==> config.mk <==
export PLATFORM = sky130hd
export DESIGN_NAME = spdsr_top
export DESIGN_NICKNAME = d
export VERILOG_FILES = /design/src/spdsr_pkg.sv /design/src/spdsr_top.sv
export VERILOG_INCLUDE_DIRS = /design/src
export SDC_FILE = /design/constraint.sdc
export NUM_CORES = 1
export LEC_CHECK = 0
export BUFFER_PORTS_ARGS = -buffer_cell sky130_fd_sc_hd__buf_2
export CAP_MARGIN = 30
export CELL_PAD_IN_SITES_DETAIL_PLACEMENT = 2
export CELL_PAD_IN_SITES_GLOBAL_PLACEMENT = 2
export CORE_MARGIN = 5
export CORE_UTILIZATION = 35
export DETAILED_ROUTE_END_ITERATION = 12
export PLACE_DENSITY_LB_ADDON = 0.15
export SETUP_SLACK_MARGIN = 0.15
export SYNTH_ARGS = -nofsm -noshare
export SYNTH_HDL_FRONTEND = slang
export SYNTH_SLANG_ARGS = --single-unit
==> constraint.sdc <==
create_clock -name mclk -period 8.6 [get_ports mclk]
set_input_delay 1.72 -clock mclk [delete_from_list [all_inputs] [get_ports mclk]]
set_output_delay 1.72 -clock mclk [all_outputs]
set_load 0.01 [all_outputs]
==> src/spdsr_defs.svh <==
// Register offsets, field positions, reset values and timing counts of the serial port block.
// Assumes byte addresses on an 8-bit register address port, one 32-bit word per register.
`ifndef SPDSR_DEFS_SVH
`define SPDSR_DEFS_SVH
`define SPDSR_A_CTRL0 8'h00
`define SPDSR_A_CTRL1 8'h04
`define SPDSR_A_DATA 8'h08
`define SPDSR_A_STAT 8'h0C
`define SPDSR_A_PRESC 8'h10
`define SPDSR_A_MASK 8'h14
`define SPDSR_A_RAW 8'h18
`define SPDSR_A_MIS 8'h1C
`define SPDSR_A_CLR 8'h20
`define SPDSR_CTRL0_RST 32'h0000001F
`define SPDSR_CTRL1_RST 32'h00000000
`define SPDSR_PRESC_RST 8'h00
`define SPDSR_MASK_RST 6'h00
`define SPDSR_C1_EN 1
`define SPDSR_C1_RXTH_LO 7
`define SPDSR_C1_TXTH_LO 10
`define SPDSR_C0_SCR_LO 8
`define SPDSR_FIFO_DEPTH 8
`define SPDSR_RX_TMO_HALFBITS 16'h0040
`define SPDSR_MIN_FSIZE_M1 5'h03
`endif

==> src/spdsr_pkg.sv <==
// Types shared by the serial port block: bus carrier, serial pins, shifter states.
// Constants live in spdsr_defs.svh.
package spdsr_pkg;
  typedef struct packed {
    logic rd;
    logic wr;
    logic [7:0] addr;
    logic [31:0] wdata;
  } spdsr_bus_req_t;
  typedef struct packed {
    logic sclk;
    logic mosi;
    logic cs_n;
  } spdsr_ser_t;
  typedef enum logic [1:0] {
    SPDSR_IDLE = 2'b00,
    SPDSR_SHIFT = 2'b01,
    SPDSR_LAST = 2'b11
  } spdsr_state_t;
endpackage : spdsr_pkg

==> src/spdsr_top.sv <==
// Serial port controller: data port, status, bit-rate prescaler, interrupt mask and status.
// Assumes a single-cycle register master on mclk and a serial slave on the sclk/mosi/miso pins.
// Notes on behaviour
// [RULE_01] Data port read pops oldest receive entry; write pushes transmit FIFO.
// [RULE_02] Software right-justifies transmit data narrower than 32 bits.
// [RULE_03] Bits above frame size ignored on transmit; receive data aligned to bit zero.
// [RULE_04] Status bit 0 shows transmit FIFO empty; resets to one.
// [RULE_05] Status bit 1 shows transmit FIFO has space; resets to one.
// [RULE_06] Status bit 2 shows receive FIFO holds data; resets to zero.
// [RULE_07] Status bit 3 shows receive FIFO full; resets to zero.
// [RULE_08] Status bit 4 busy while shifting or transmit FIFO not empty.
// [RULE_09] Status bits above four read zero; status ignores writes.
// [RULE_10] Software programs an even prescale divisor from 2 to 254.
// [RULE_11] Bit rate is clock over divisor times one plus rate factor.
// [RULE_12] Mask holds six source enables at bits 0 to 5.
// [RULE_13] All mask bits reset to zero.
// [RULE_14] Overrun raised when a frame arrives with receive FIFO full.
// [RULE_15] Timeout raised when receive data stays unread for the timeout period.
// [RULE_16] Raw status shows six unmasked sources, read-only, resets zero; here bit 4 has no source and reads zero.
// [RULE_17] Masked status is raw status ANDed with mask, read-only.
// [RULE_18] Transmit FIFO empty source sits at bit 5.
// [RULE_19] Clear register bits 0..2 clear overrun, timeout, underrun; no underrun source exists here, so bit 2 is ignored.
// [RULE_20] Receive level threshold 1, 4 or 8 entries by 3-bit code.
// [RULE_21] Port works only while enable bit is one; resets disabled.
// [RULE_22] One interrupt output is OR of the six masked bits.
//
// Strobed register access was left to the implementer.
`timescale 1ns/1ps
`include "spdsr_defs.svh"

module spdsr_fifo (
  input wire logic mclk,
  input wire logic sys_rst,
  input wire logic push,
  input wire logic pop,
  input wire logic [31:0] wdata,
  output logic [31:0] head,
  output logic [3:0] count,
  output logic full,
  output logic empty
);
  logic [31:0] mem [0:`SPDSR_FIFO_DEPTH-1];
  logic [2:0] wp_r;
  logic [2:0] rp_r;
  logic [3:0] cnt_r;
  logic do_push;
  logic do_pop;

  assign full = (cnt_r == 4'(`SPDSR_FIFO_DEPTH));
  assign empty = (cnt_r == 4'h0);
  assign count = cnt_r;
  assign head = mem[rp_r];
  assign do_push = push && !full;
  assign do_pop = pop && !empty;

  always_ff @(posedge mclk) begin
    if (do_push) begin
      mem[wp_r] <= wdata;
    end
  end

  always_ff @(posedge mclk) begin
    if (sys_rst) begin
      wp_r <= 3'h0;
      rp_r <= 3'h0;
      cnt_r <= 4'h0;
    end else begin
      if (do_push) begin
        wp_r <= wp_r + 3'h1;
      end
      if (do_pop) begin
        rp_r <= rp_r + 3'h1;
      end
      cnt_r <= cnt_r + {3'h0, do_push} - {3'h0, do_pop};
    end
  end
endmodule : spdsr_fifo

module spdsr_top
  import spdsr_pkg::*;
(
  input wire logic mclk,
  input wire logic sys_rst,
  input wire spdsr_bus_req_t bus_req,
  output logic [31:0] bus_rdata,
  output spdsr_ser_t ser_out,
  input wire logic ser_miso,
  output logic irq
);
  logic [31:0] ctrl0_r;
  logic [31:0] ctrl1_r;
  logic [7:0] presc_r;
  logic [5:0] mask_r;
  logic ovr_r;
  logic tmo_r;
  logic [31:0] rdata_r;
  logic irq_r;
  logic miso_m_r;
  logic miso_s_r;
  spdsr_state_t state_r;
  logic [15:0] div_cnt_r;
  logic sclk_r;
  logic cs_n_r;
  logic [31:0] tx_sh_r;
  logic [31:0] rx_sh_r;
  logic [5:0] bit_cnt_r;
  logic [15:0] tmo_cnt_r;
  logic drained_r;

  logic [31:0] tx_head;
  logic [31:0] rx_head;
  logic [3:0] tx_count;
  logic [3:0] rx_count;
  logic tx_full;
  logic tx_empty;
  logic rx_full;
  logic rx_empty;
  logic wr_data;
  logic rd_data;
  logic tx_push;
  logic tx_pop;
  logic rx_push;
  logic port_en;
  logic [4:0] fsize_m1;
  logic [5:0] fsize;
  logic [6:0] div_half;
  logic [15:0] half_m1;
  logic tick;
  logic frame_end;
  logic [3:0] rx_thr;
  logic [3:0] tx_thr;
  logic [5:0] raw;
  logic [5:0] masked;
  logic [4:0] status;

  assign wr_data = bus_req.wr && (bus_req.addr == `SPDSR_A_DATA);
  assign rd_data = bus_req.rd && (bus_req.addr == `SPDSR_A_DATA);
  assign port_en = ctrl1_r[`SPDSR_C1_EN];
  assign fsize_m1 = (ctrl0_r[4:0] < `SPDSR_MIN_FSIZE_M1) ? `SPDSR_MIN_FSIZE_M1 : ctrl0_r[4:0];
  assign fsize = {1'b0, fsize_m1} + 6'h01;

  // [RULE_01] data port pushes and pops
  assign tx_push = wr_data;
  assign tx_pop = port_en && !tx_empty && ((state_r == SPDSR_IDLE) || (tick && frame_end));

  spdsr_fifo u_tx_fifo (
    .mclk(mclk), .sys_rst(sys_rst), .push(tx_push), .pop(tx_pop), .wdata(bus_req.wdata),
    .head(tx_head), .count(tx_count), .full(tx_full), .empty(tx_empty)
  );

  spdsr_fifo u_rx_fifo (
    .mclk(mclk), .sys_rst(sys_rst), .push(rx_push), .pop(rd_data), .wdata(rx_sh_r),
    .head(rx_head), .count(rx_count), .full(rx_full), .empty(rx_empty)
  );

  always_ff @(posedge mclk) begin
    if (sys_rst) begin
      miso_m_r <= 1'b0;
      miso_s_r <= 1'b0;
    end else begin
      miso_m_r <= ser_miso;
      miso_s_r <= miso_m_r;
    end
  end

  // [RULE_11] half bit period is divisor/2 times one plus rate factor
  assign div_half = (presc_r[7:1] == 7'h00) ? 7'h01 : presc_r[7:1];
  assign half_m1 = ({9'h000, div_half} * (16'h0001 + {8'h00, ctrl0_r[`SPDSR_C0_SCR_LO +: 8]}))
    - 16'h0001;
  assign tick = (state_r != SPDSR_IDLE) && (div_cnt_r == half_m1);
  assign frame_end = sclk_r && (bit_cnt_r == fsize);

  always_ff @(posedge mclk) begin
    if (sys_rst || (state_r == SPDSR_IDLE) || tick) begin
      div_cnt_r <= 16'h0000;
    end else begin
      div_cnt_r <= div_cnt_r + 16'h0001;
    end
  end

  // [RULE_21] shifter runs only while enabled
  always_ff @(posedge mclk) begin
    if (sys_rst || !port_en) begin
      state_r <= SPDSR_IDLE;
      sclk_r <= 1'b0;
      cs_n_r <= 1'b1;
      tx_sh_r <= 32'h00000000;
      rx_sh_r <= 32'h00000000;
      bit_cnt_r <= 6'h00;
    end else if (tx_pop) begin
      // [RULE_03] frame left-aligned so upper bits never leave
      state_r <= SPDSR_SHIFT;
      sclk_r <= 1'b0;
      cs_n_r <= 1'b0;
      tx_sh_r <= tx_head << (6'h20 - fsize);
      rx_sh_r <= 32'h00000000;
      bit_cnt_r <= 6'h00;
    end else if (tick) begin
      if (!sclk_r) begin
        sclk_r <= 1'b1;
        // [RULE_03] receive shifts in at bit zero
        rx_sh_r <= {rx_sh_r[30:0], miso_s_r};
        bit_cnt_r <= bit_cnt_r + 6'h01;
        state_r <= (bit_cnt_r + 6'h01 == fsize) ? SPDSR_LAST : SPDSR_SHIFT;
      end else if (frame_end) begin
        sclk_r <= 1'b0;
        cs_n_r <= 1'b1;
        state_r <= SPDSR_IDLE;
      end else begin
        sclk_r <= 1'b0;
        tx_sh_r <= {tx_sh_r[30:0], 1'b0};
      end
    end
  end

  assign rx_push = tick && frame_end;

  // [RULE_15] timeout counts clock cycles of unread receive data
  always_ff @(posedge mclk) begin
    if (sys_rst || rx_empty || rd_data || rx_push) begin
      tmo_cnt_r <= 16'h0000;
    end else if (tmo_cnt_r != `SPDSR_RX_TMO_HALFBITS) begin
      tmo_cnt_r <= tmo_cnt_r + 16'h0001;
    end
  end

  // [RULE_19] sticky sources, set wins over clear
  always_ff @(posedge mclk) begin
    if (sys_rst) begin
      ovr_r <= 1'b0;
      tmo_r <= 1'b0;
    end else begin
      // [RULE_14] frame arriving into a full receive FIFO
      if (rx_push && rx_full) begin
        ovr_r <= 1'b1;
      end else if (bus_req.wr && (bus_req.addr == `SPDSR_A_CLR) && bus_req.wdata[0]) begin
        ovr_r <= 1'b0;
      end
      if (tmo_cnt_r == `SPDSR_RX_TMO_HALFBITS - 16'h0001) begin
        tmo_r <= 1'b1;
      end else if (bus_req.wr && (bus_req.addr == `SPDSR_A_CLR) && bus_req.wdata[1]) begin
        tmo_r <= 1'b0;
      end
    end
  end

  // [RULE_20] level thresholds from 3-bit codes
  function automatic logic [3:0] spdsr_thr(input logic [2:0] code);
    logic [3:0] t;
    t = 4'h1;
    if (code == 3'b001) begin
      t = 4'h4;
    end else if (code == 3'b010) begin
      t = 4'h8;
    end
    return t;
  endfunction : spdsr_thr

  assign rx_thr = spdsr_thr(ctrl1_r[`SPDSR_C1_RXTH_LO +: 3]);
  assign tx_thr = spdsr_thr(ctrl1_r[`SPDSR_C1_TXTH_LO +: 3]);

  // [RULE_18] bit 5 latches as the last transmit entry leaves and drops on refill
  always_ff @(posedge mclk) begin
    drained_r <= !sys_rst && ((tx_pop && (tx_count == 4'h1) && !tx_push)
      || (drained_r && tx_empty));
  end
  // [RULE_16] raw sources, all clear after reset
  assign raw = {drained_r, 1'b0, (tx_count >= tx_thr), (rx_count >= rx_thr), tmo_r, ovr_r};
  // [RULE_17] masked view
  assign masked = raw & mask_r;

  // [RULE_04] [RULE_05] [RULE_06] [RULE_07] [RULE_08] status flags
  assign status = {(state_r != SPDSR_IDLE) || !tx_empty, rx_full, !rx_empty, !tx_full, tx_empty};

  // [RULE_13] mask resets cleared; [RULE_12] six enables
  always_ff @(posedge mclk) begin
    if (sys_rst) begin
      ctrl0_r <= `SPDSR_CTRL0_RST;
      ctrl1_r <= `SPDSR_CTRL1_RST;
      presc_r <= `SPDSR_PRESC_RST;
      mask_r <= `SPDSR_MASK_RST;
    end else if (bus_req.wr) begin
      unique case (bus_req.addr)
        `SPDSR_A_CTRL0: ctrl0_r <= {16'h0000, bus_req.wdata[15:0]};
        `SPDSR_A_CTRL1: ctrl1_r <= {19'h00000, bus_req.wdata[12:7], 5'h00, bus_req.wdata[1], 1'b0};
        `SPDSR_A_PRESC: presc_r <= bus_req.wdata[7:0];
        `SPDSR_A_MASK: mask_r <= bus_req.wdata[5:0];
        default: begin
        end
      endcase
    end
  end

  // [RULE_09] read mux; upper status bits zero, unmapped reads zero
  always_ff @(posedge mclk) begin
    if (sys_rst || !bus_req.rd) begin
      rdata_r <= 32'h00000000;
    end else begin
      unique case (bus_req.addr)
        `SPDSR_A_CTRL0: rdata_r <= ctrl0_r;
        `SPDSR_A_CTRL1: rdata_r <= ctrl1_r;
        `SPDSR_A_DATA: rdata_r <= rx_empty ? 32'h00000000 : rx_head;
        `SPDSR_A_STAT: rdata_r <= {27'h0000000, status};
        `SPDSR_A_PRESC: rdata_r <= {24'h000000, presc_r};
        `SPDSR_A_MASK: rdata_r <= {26'h0000000, mask_r};
        `SPDSR_A_RAW: rdata_r <= {26'h0000000, raw};
        `SPDSR_A_MIS: rdata_r <= {26'h0000000, masked};
        default: rdata_r <= 32'h00000000;
      endcase
    end
  end

  // [RULE_22] single request line
  always_ff @(posedge mclk) begin
    if (sys_rst) begin
      irq_r <= 1'b0;
    end else begin
      irq_r <= |masked;
    end
  end

  assign bus_rdata = rdata_r;
  assign irq = irq_r;
  assign ser_out = '{sclk: sclk_r, mosi: tx_sh_r[31], cs_n: cs_n_r};
endmodule : spdsr_top

==> results.ini <==
[floorplanning]
ios = 81
die_w_um = 314.5
die_h_um = 314.5
initial_core_util_pct = 35.35
core.rowCount = 111
die-area_mm2 = 0.09889
coreArea_mm2 = 0.09180

[timing]
setup_slack_ps = 636.3
skew_ps = 33.15
worst_slew_pin_slew_ps = 1035
period_share_pct = 92.60
finalSetupTns_ps = 0
finalMaxSlewViolations = 0
finalSetupViolations = 0
whs_ps = 446.1
hold_viol = 0
slew_headroom_pct = 30.79
fin_crit_ps = 7964
fmax_mhz = 125.6
grt_setup_unrepaired = no

[clocking]
cts_root_buffer = clkbuf_16
cts_hold_buf = 0
clkSlewWorstSetupHoldPaths_ps = 60
cts_tree = yes
clkLatencyLatePin_ps = 660
clock_path_buffers = 3
numCtsBuffers = 80
post_cts.repair.setup_buffers = 0
cts_resized = 0
cts_max_level = 3
numClockSinks = 719

[setup_path]
crit_family = adder cells
r2r_setup_slack_ps = 640
cp.required_ps = 8870
path_class = flip-flop to flip-flop
start_kind = flip-flop
cp.arrival_ps = 8240
slowest_stage = a2111oi_0
crit_top_cell = fa_1
crit_path_end_kind = flip-flop
max_stage_delay_ps = 620
path_max_fanout = 32
critPathBufInv = 3
path_cells = buf_4, ha_1, nand3_1, xnor2_1, nand2_1, fa_1, fa_1, fa_1, fa_1, inv_1, ha_1, a21oi_1, a221oi_1, o22ai_1, a2111oi_0, nand4_1, nor4_2, nand4_1, nand2b_1, nor2_4, buf_4

[run]
cap_violations = 0

[place]
io_buffers = 80
dp_worst_setup_slack_ps = 452.2
gp_congestion = 0.8258
place_hpwl_um = 65410

[final_layout]
finish.net_count = 2639
area_growth_syn_to_layout_pct = 14.47
final_cell_mix = edfxtp_1, nand2_1, dfxtp_1, nor2_1, mux2i_1
drive_gt1_share_pct = 17.76
final_common_cell = edfxtp_1

[synthesis]
synth_top_cell_by_area = edfxtp_1
synth.top_cell.area_share_pct = 47.38
syn_area_per_cell_um2 = 13.47
synth_nets = 2561
ys_seq_area_share_pct = 60.16
ys_seq_elements = 719
synthesis.area_mm2 = 0.03245
yosys_warnings = 0
syn_inst = 2409
synth-async-reset-ratio_pct = 0
synth_ff_type = edfxtp_1
synth_area_leaders = edfxtp_1, dfxtp_1, mux4_2, mux2i_1, nand2_1
synth_edf_count = 512
synth_cell_types = 73

[global_route]
antenna_found_initial = 7
grt_pass1_vias = 22858
overflow = 0
gr-usage-all-layers_pct = 19.61
grt_pass1_wl_um = 148100
grt_max_degree = 56

[power_and_ir_drop]
power_density_mw_per_mm2 = 195.8
total_power_w = 0.007274
vdd_ir_drop_max_mv = 0.1956
power_leakage_nw = 11.93

[detailed_routing]
drt_iter0_markers = 1359
vias = 20281
via_per_inst = 5.340
drt_first_pass_iters = 5
finalWirelength_um = 96980
drc = 0
wl_per_cell_um = 25.53
drtAntennaViolNets = 0

[status]
status = completed

[min_path]
hold_class = flip-flop to flip-flop

## worst paths after layout
path	startpoint	to	cells after the start
hold reg to reg	miso_s_r$_SDFF_PP0_	rx_sh_r[0]$_SDFFE_PP0P_	2
setup reg to reg	ctrl0_r[8]$_SDFFE_PP0P_	u_rx_fifo.mem[3][9]$_DFFE_PP_	21
hold / removal	miso_s_r$_SDFF_PP0_	rx_sh_r[0]$_SDFFE_PP0P_	2
setup / recovery	ctrl0_r[8]$_SDFFE_PP0P_	u_rx_fifo.mem[3][9]$_DFFE_PP_	21
## worst min-delay path: stages, from the launching register on
cell     delay, ps
dfxtp_1        300
nand2_1         50
a21oi_1         60
## registers in the layout, summed over array words and instances (netlist names), 2 cells and up, named ones only
signal / flops
bit_cnt_r: 6
bus_rdata: 32
ctrl0_r: 16
ctrl1_r: 7
div_cnt_r: 16
mask_r: 6
presc_r: 8
rx_sh_r: 32
state_r: 2
tmo_cnt_r: 16
tx_sh_r: 32
u_rx_fifo.count: 4
u_rx_fifo.mem: 256
u_rx_fifo.rp_r: 3
u_rx_fifo.wp_r: 3
u_tx_fifo.count: 4
u_tx_fifo.mem: 256
u_tx_fifo.rp_r: 3
u_tx_fifo.wp_r: 3
## report_power, final
part | switching [W] | leakage [nW] | internal, W
sequential | 0.000000620 | 5.77 | 0.00368
clock | 0.00145 | 1.31 | 0.00207
combinational | 0.0000589 | 4.85 | 0.0000189
## through the flow
stage                     std cells  area [um2]  util (%)
after floorplan                2409       32460         -
final                          3798       37140     40.46
after global placement         3646       34380     37.45
after global routing           3794       37130     40.45
after detailed placement       3648       34400     37.47
after CTS                      3794       37110     40.42
## cell families (layout without fill, tap and decap cells)
family / after synthesis / count (layout) / synth area share, %
buffers and inverters: 234 / 376 / 2.865
XOR/XNOR: 84 / 84 / 2.310
other: 0 / 4 / 0
multiplexers: 297 / 297 / 13.97
adder cells (fa/ha/maj): 107 / 107 / 5.075
AO/OA/AOI/OAI: 323 / 323 / 6.509
AND/OR/NAND/NOR: 645 / 645 / 9.116
flip-flops: 719 / 719 / 60.16
## synth_stat cells, types with 6 or more instances
cell type  count
a21oi_1      112
clkbuf_1      79
nand3_1       57
mux2i_1      139
nand2b_1      12
buf_1         22
o22ai_1       21
nor2_1       166
buf_2         32
nand2_1      249
edfxtp_1     512
a211oi_1      11
a22oi_1       24
a221oi_1      10
mux2_2        37
and2_1        22
or3_1         10
and3_1        20
xor2_1        42
mux4_2       121
ha_1          66
o21ai_0       39
a222oi_1      12
nor3_1        28
nor2b_1       26
fa_1          41
a21o_1        12
dfxtp_1      207
inv_1         96
o211ai_1       8
nor4_1        11
o22a_1         6
a31oi_1       20
nand4_1       16
xnor2_1       41
## layer usage
metal	share of wire, %	wire length, um	vias up	track usage (%)
met4	1.9	1845	6	4.358
li1	-	-	9132	-
met1	45	43440	10763	26.03
met5	0.042	41	-	0
met2	50	48640	268	34.15
met3	3.1	3014	112	3.041
## layout make-up
class / count / area [um2]
well taps: 1243 / 1555
repair buffers: 132 / 823.3
fillers: 9149 / 54660
inverters: 98 / 367.9
multi-input cells: 1456 / 12150
clock inverters: 40 / 496.7
diodes: 4 / 10.01
flip-flops and latches: 719 / 19530
clock buffers: 106 / 2212
No activity file was read; power rests on OpenSTA's default activity.
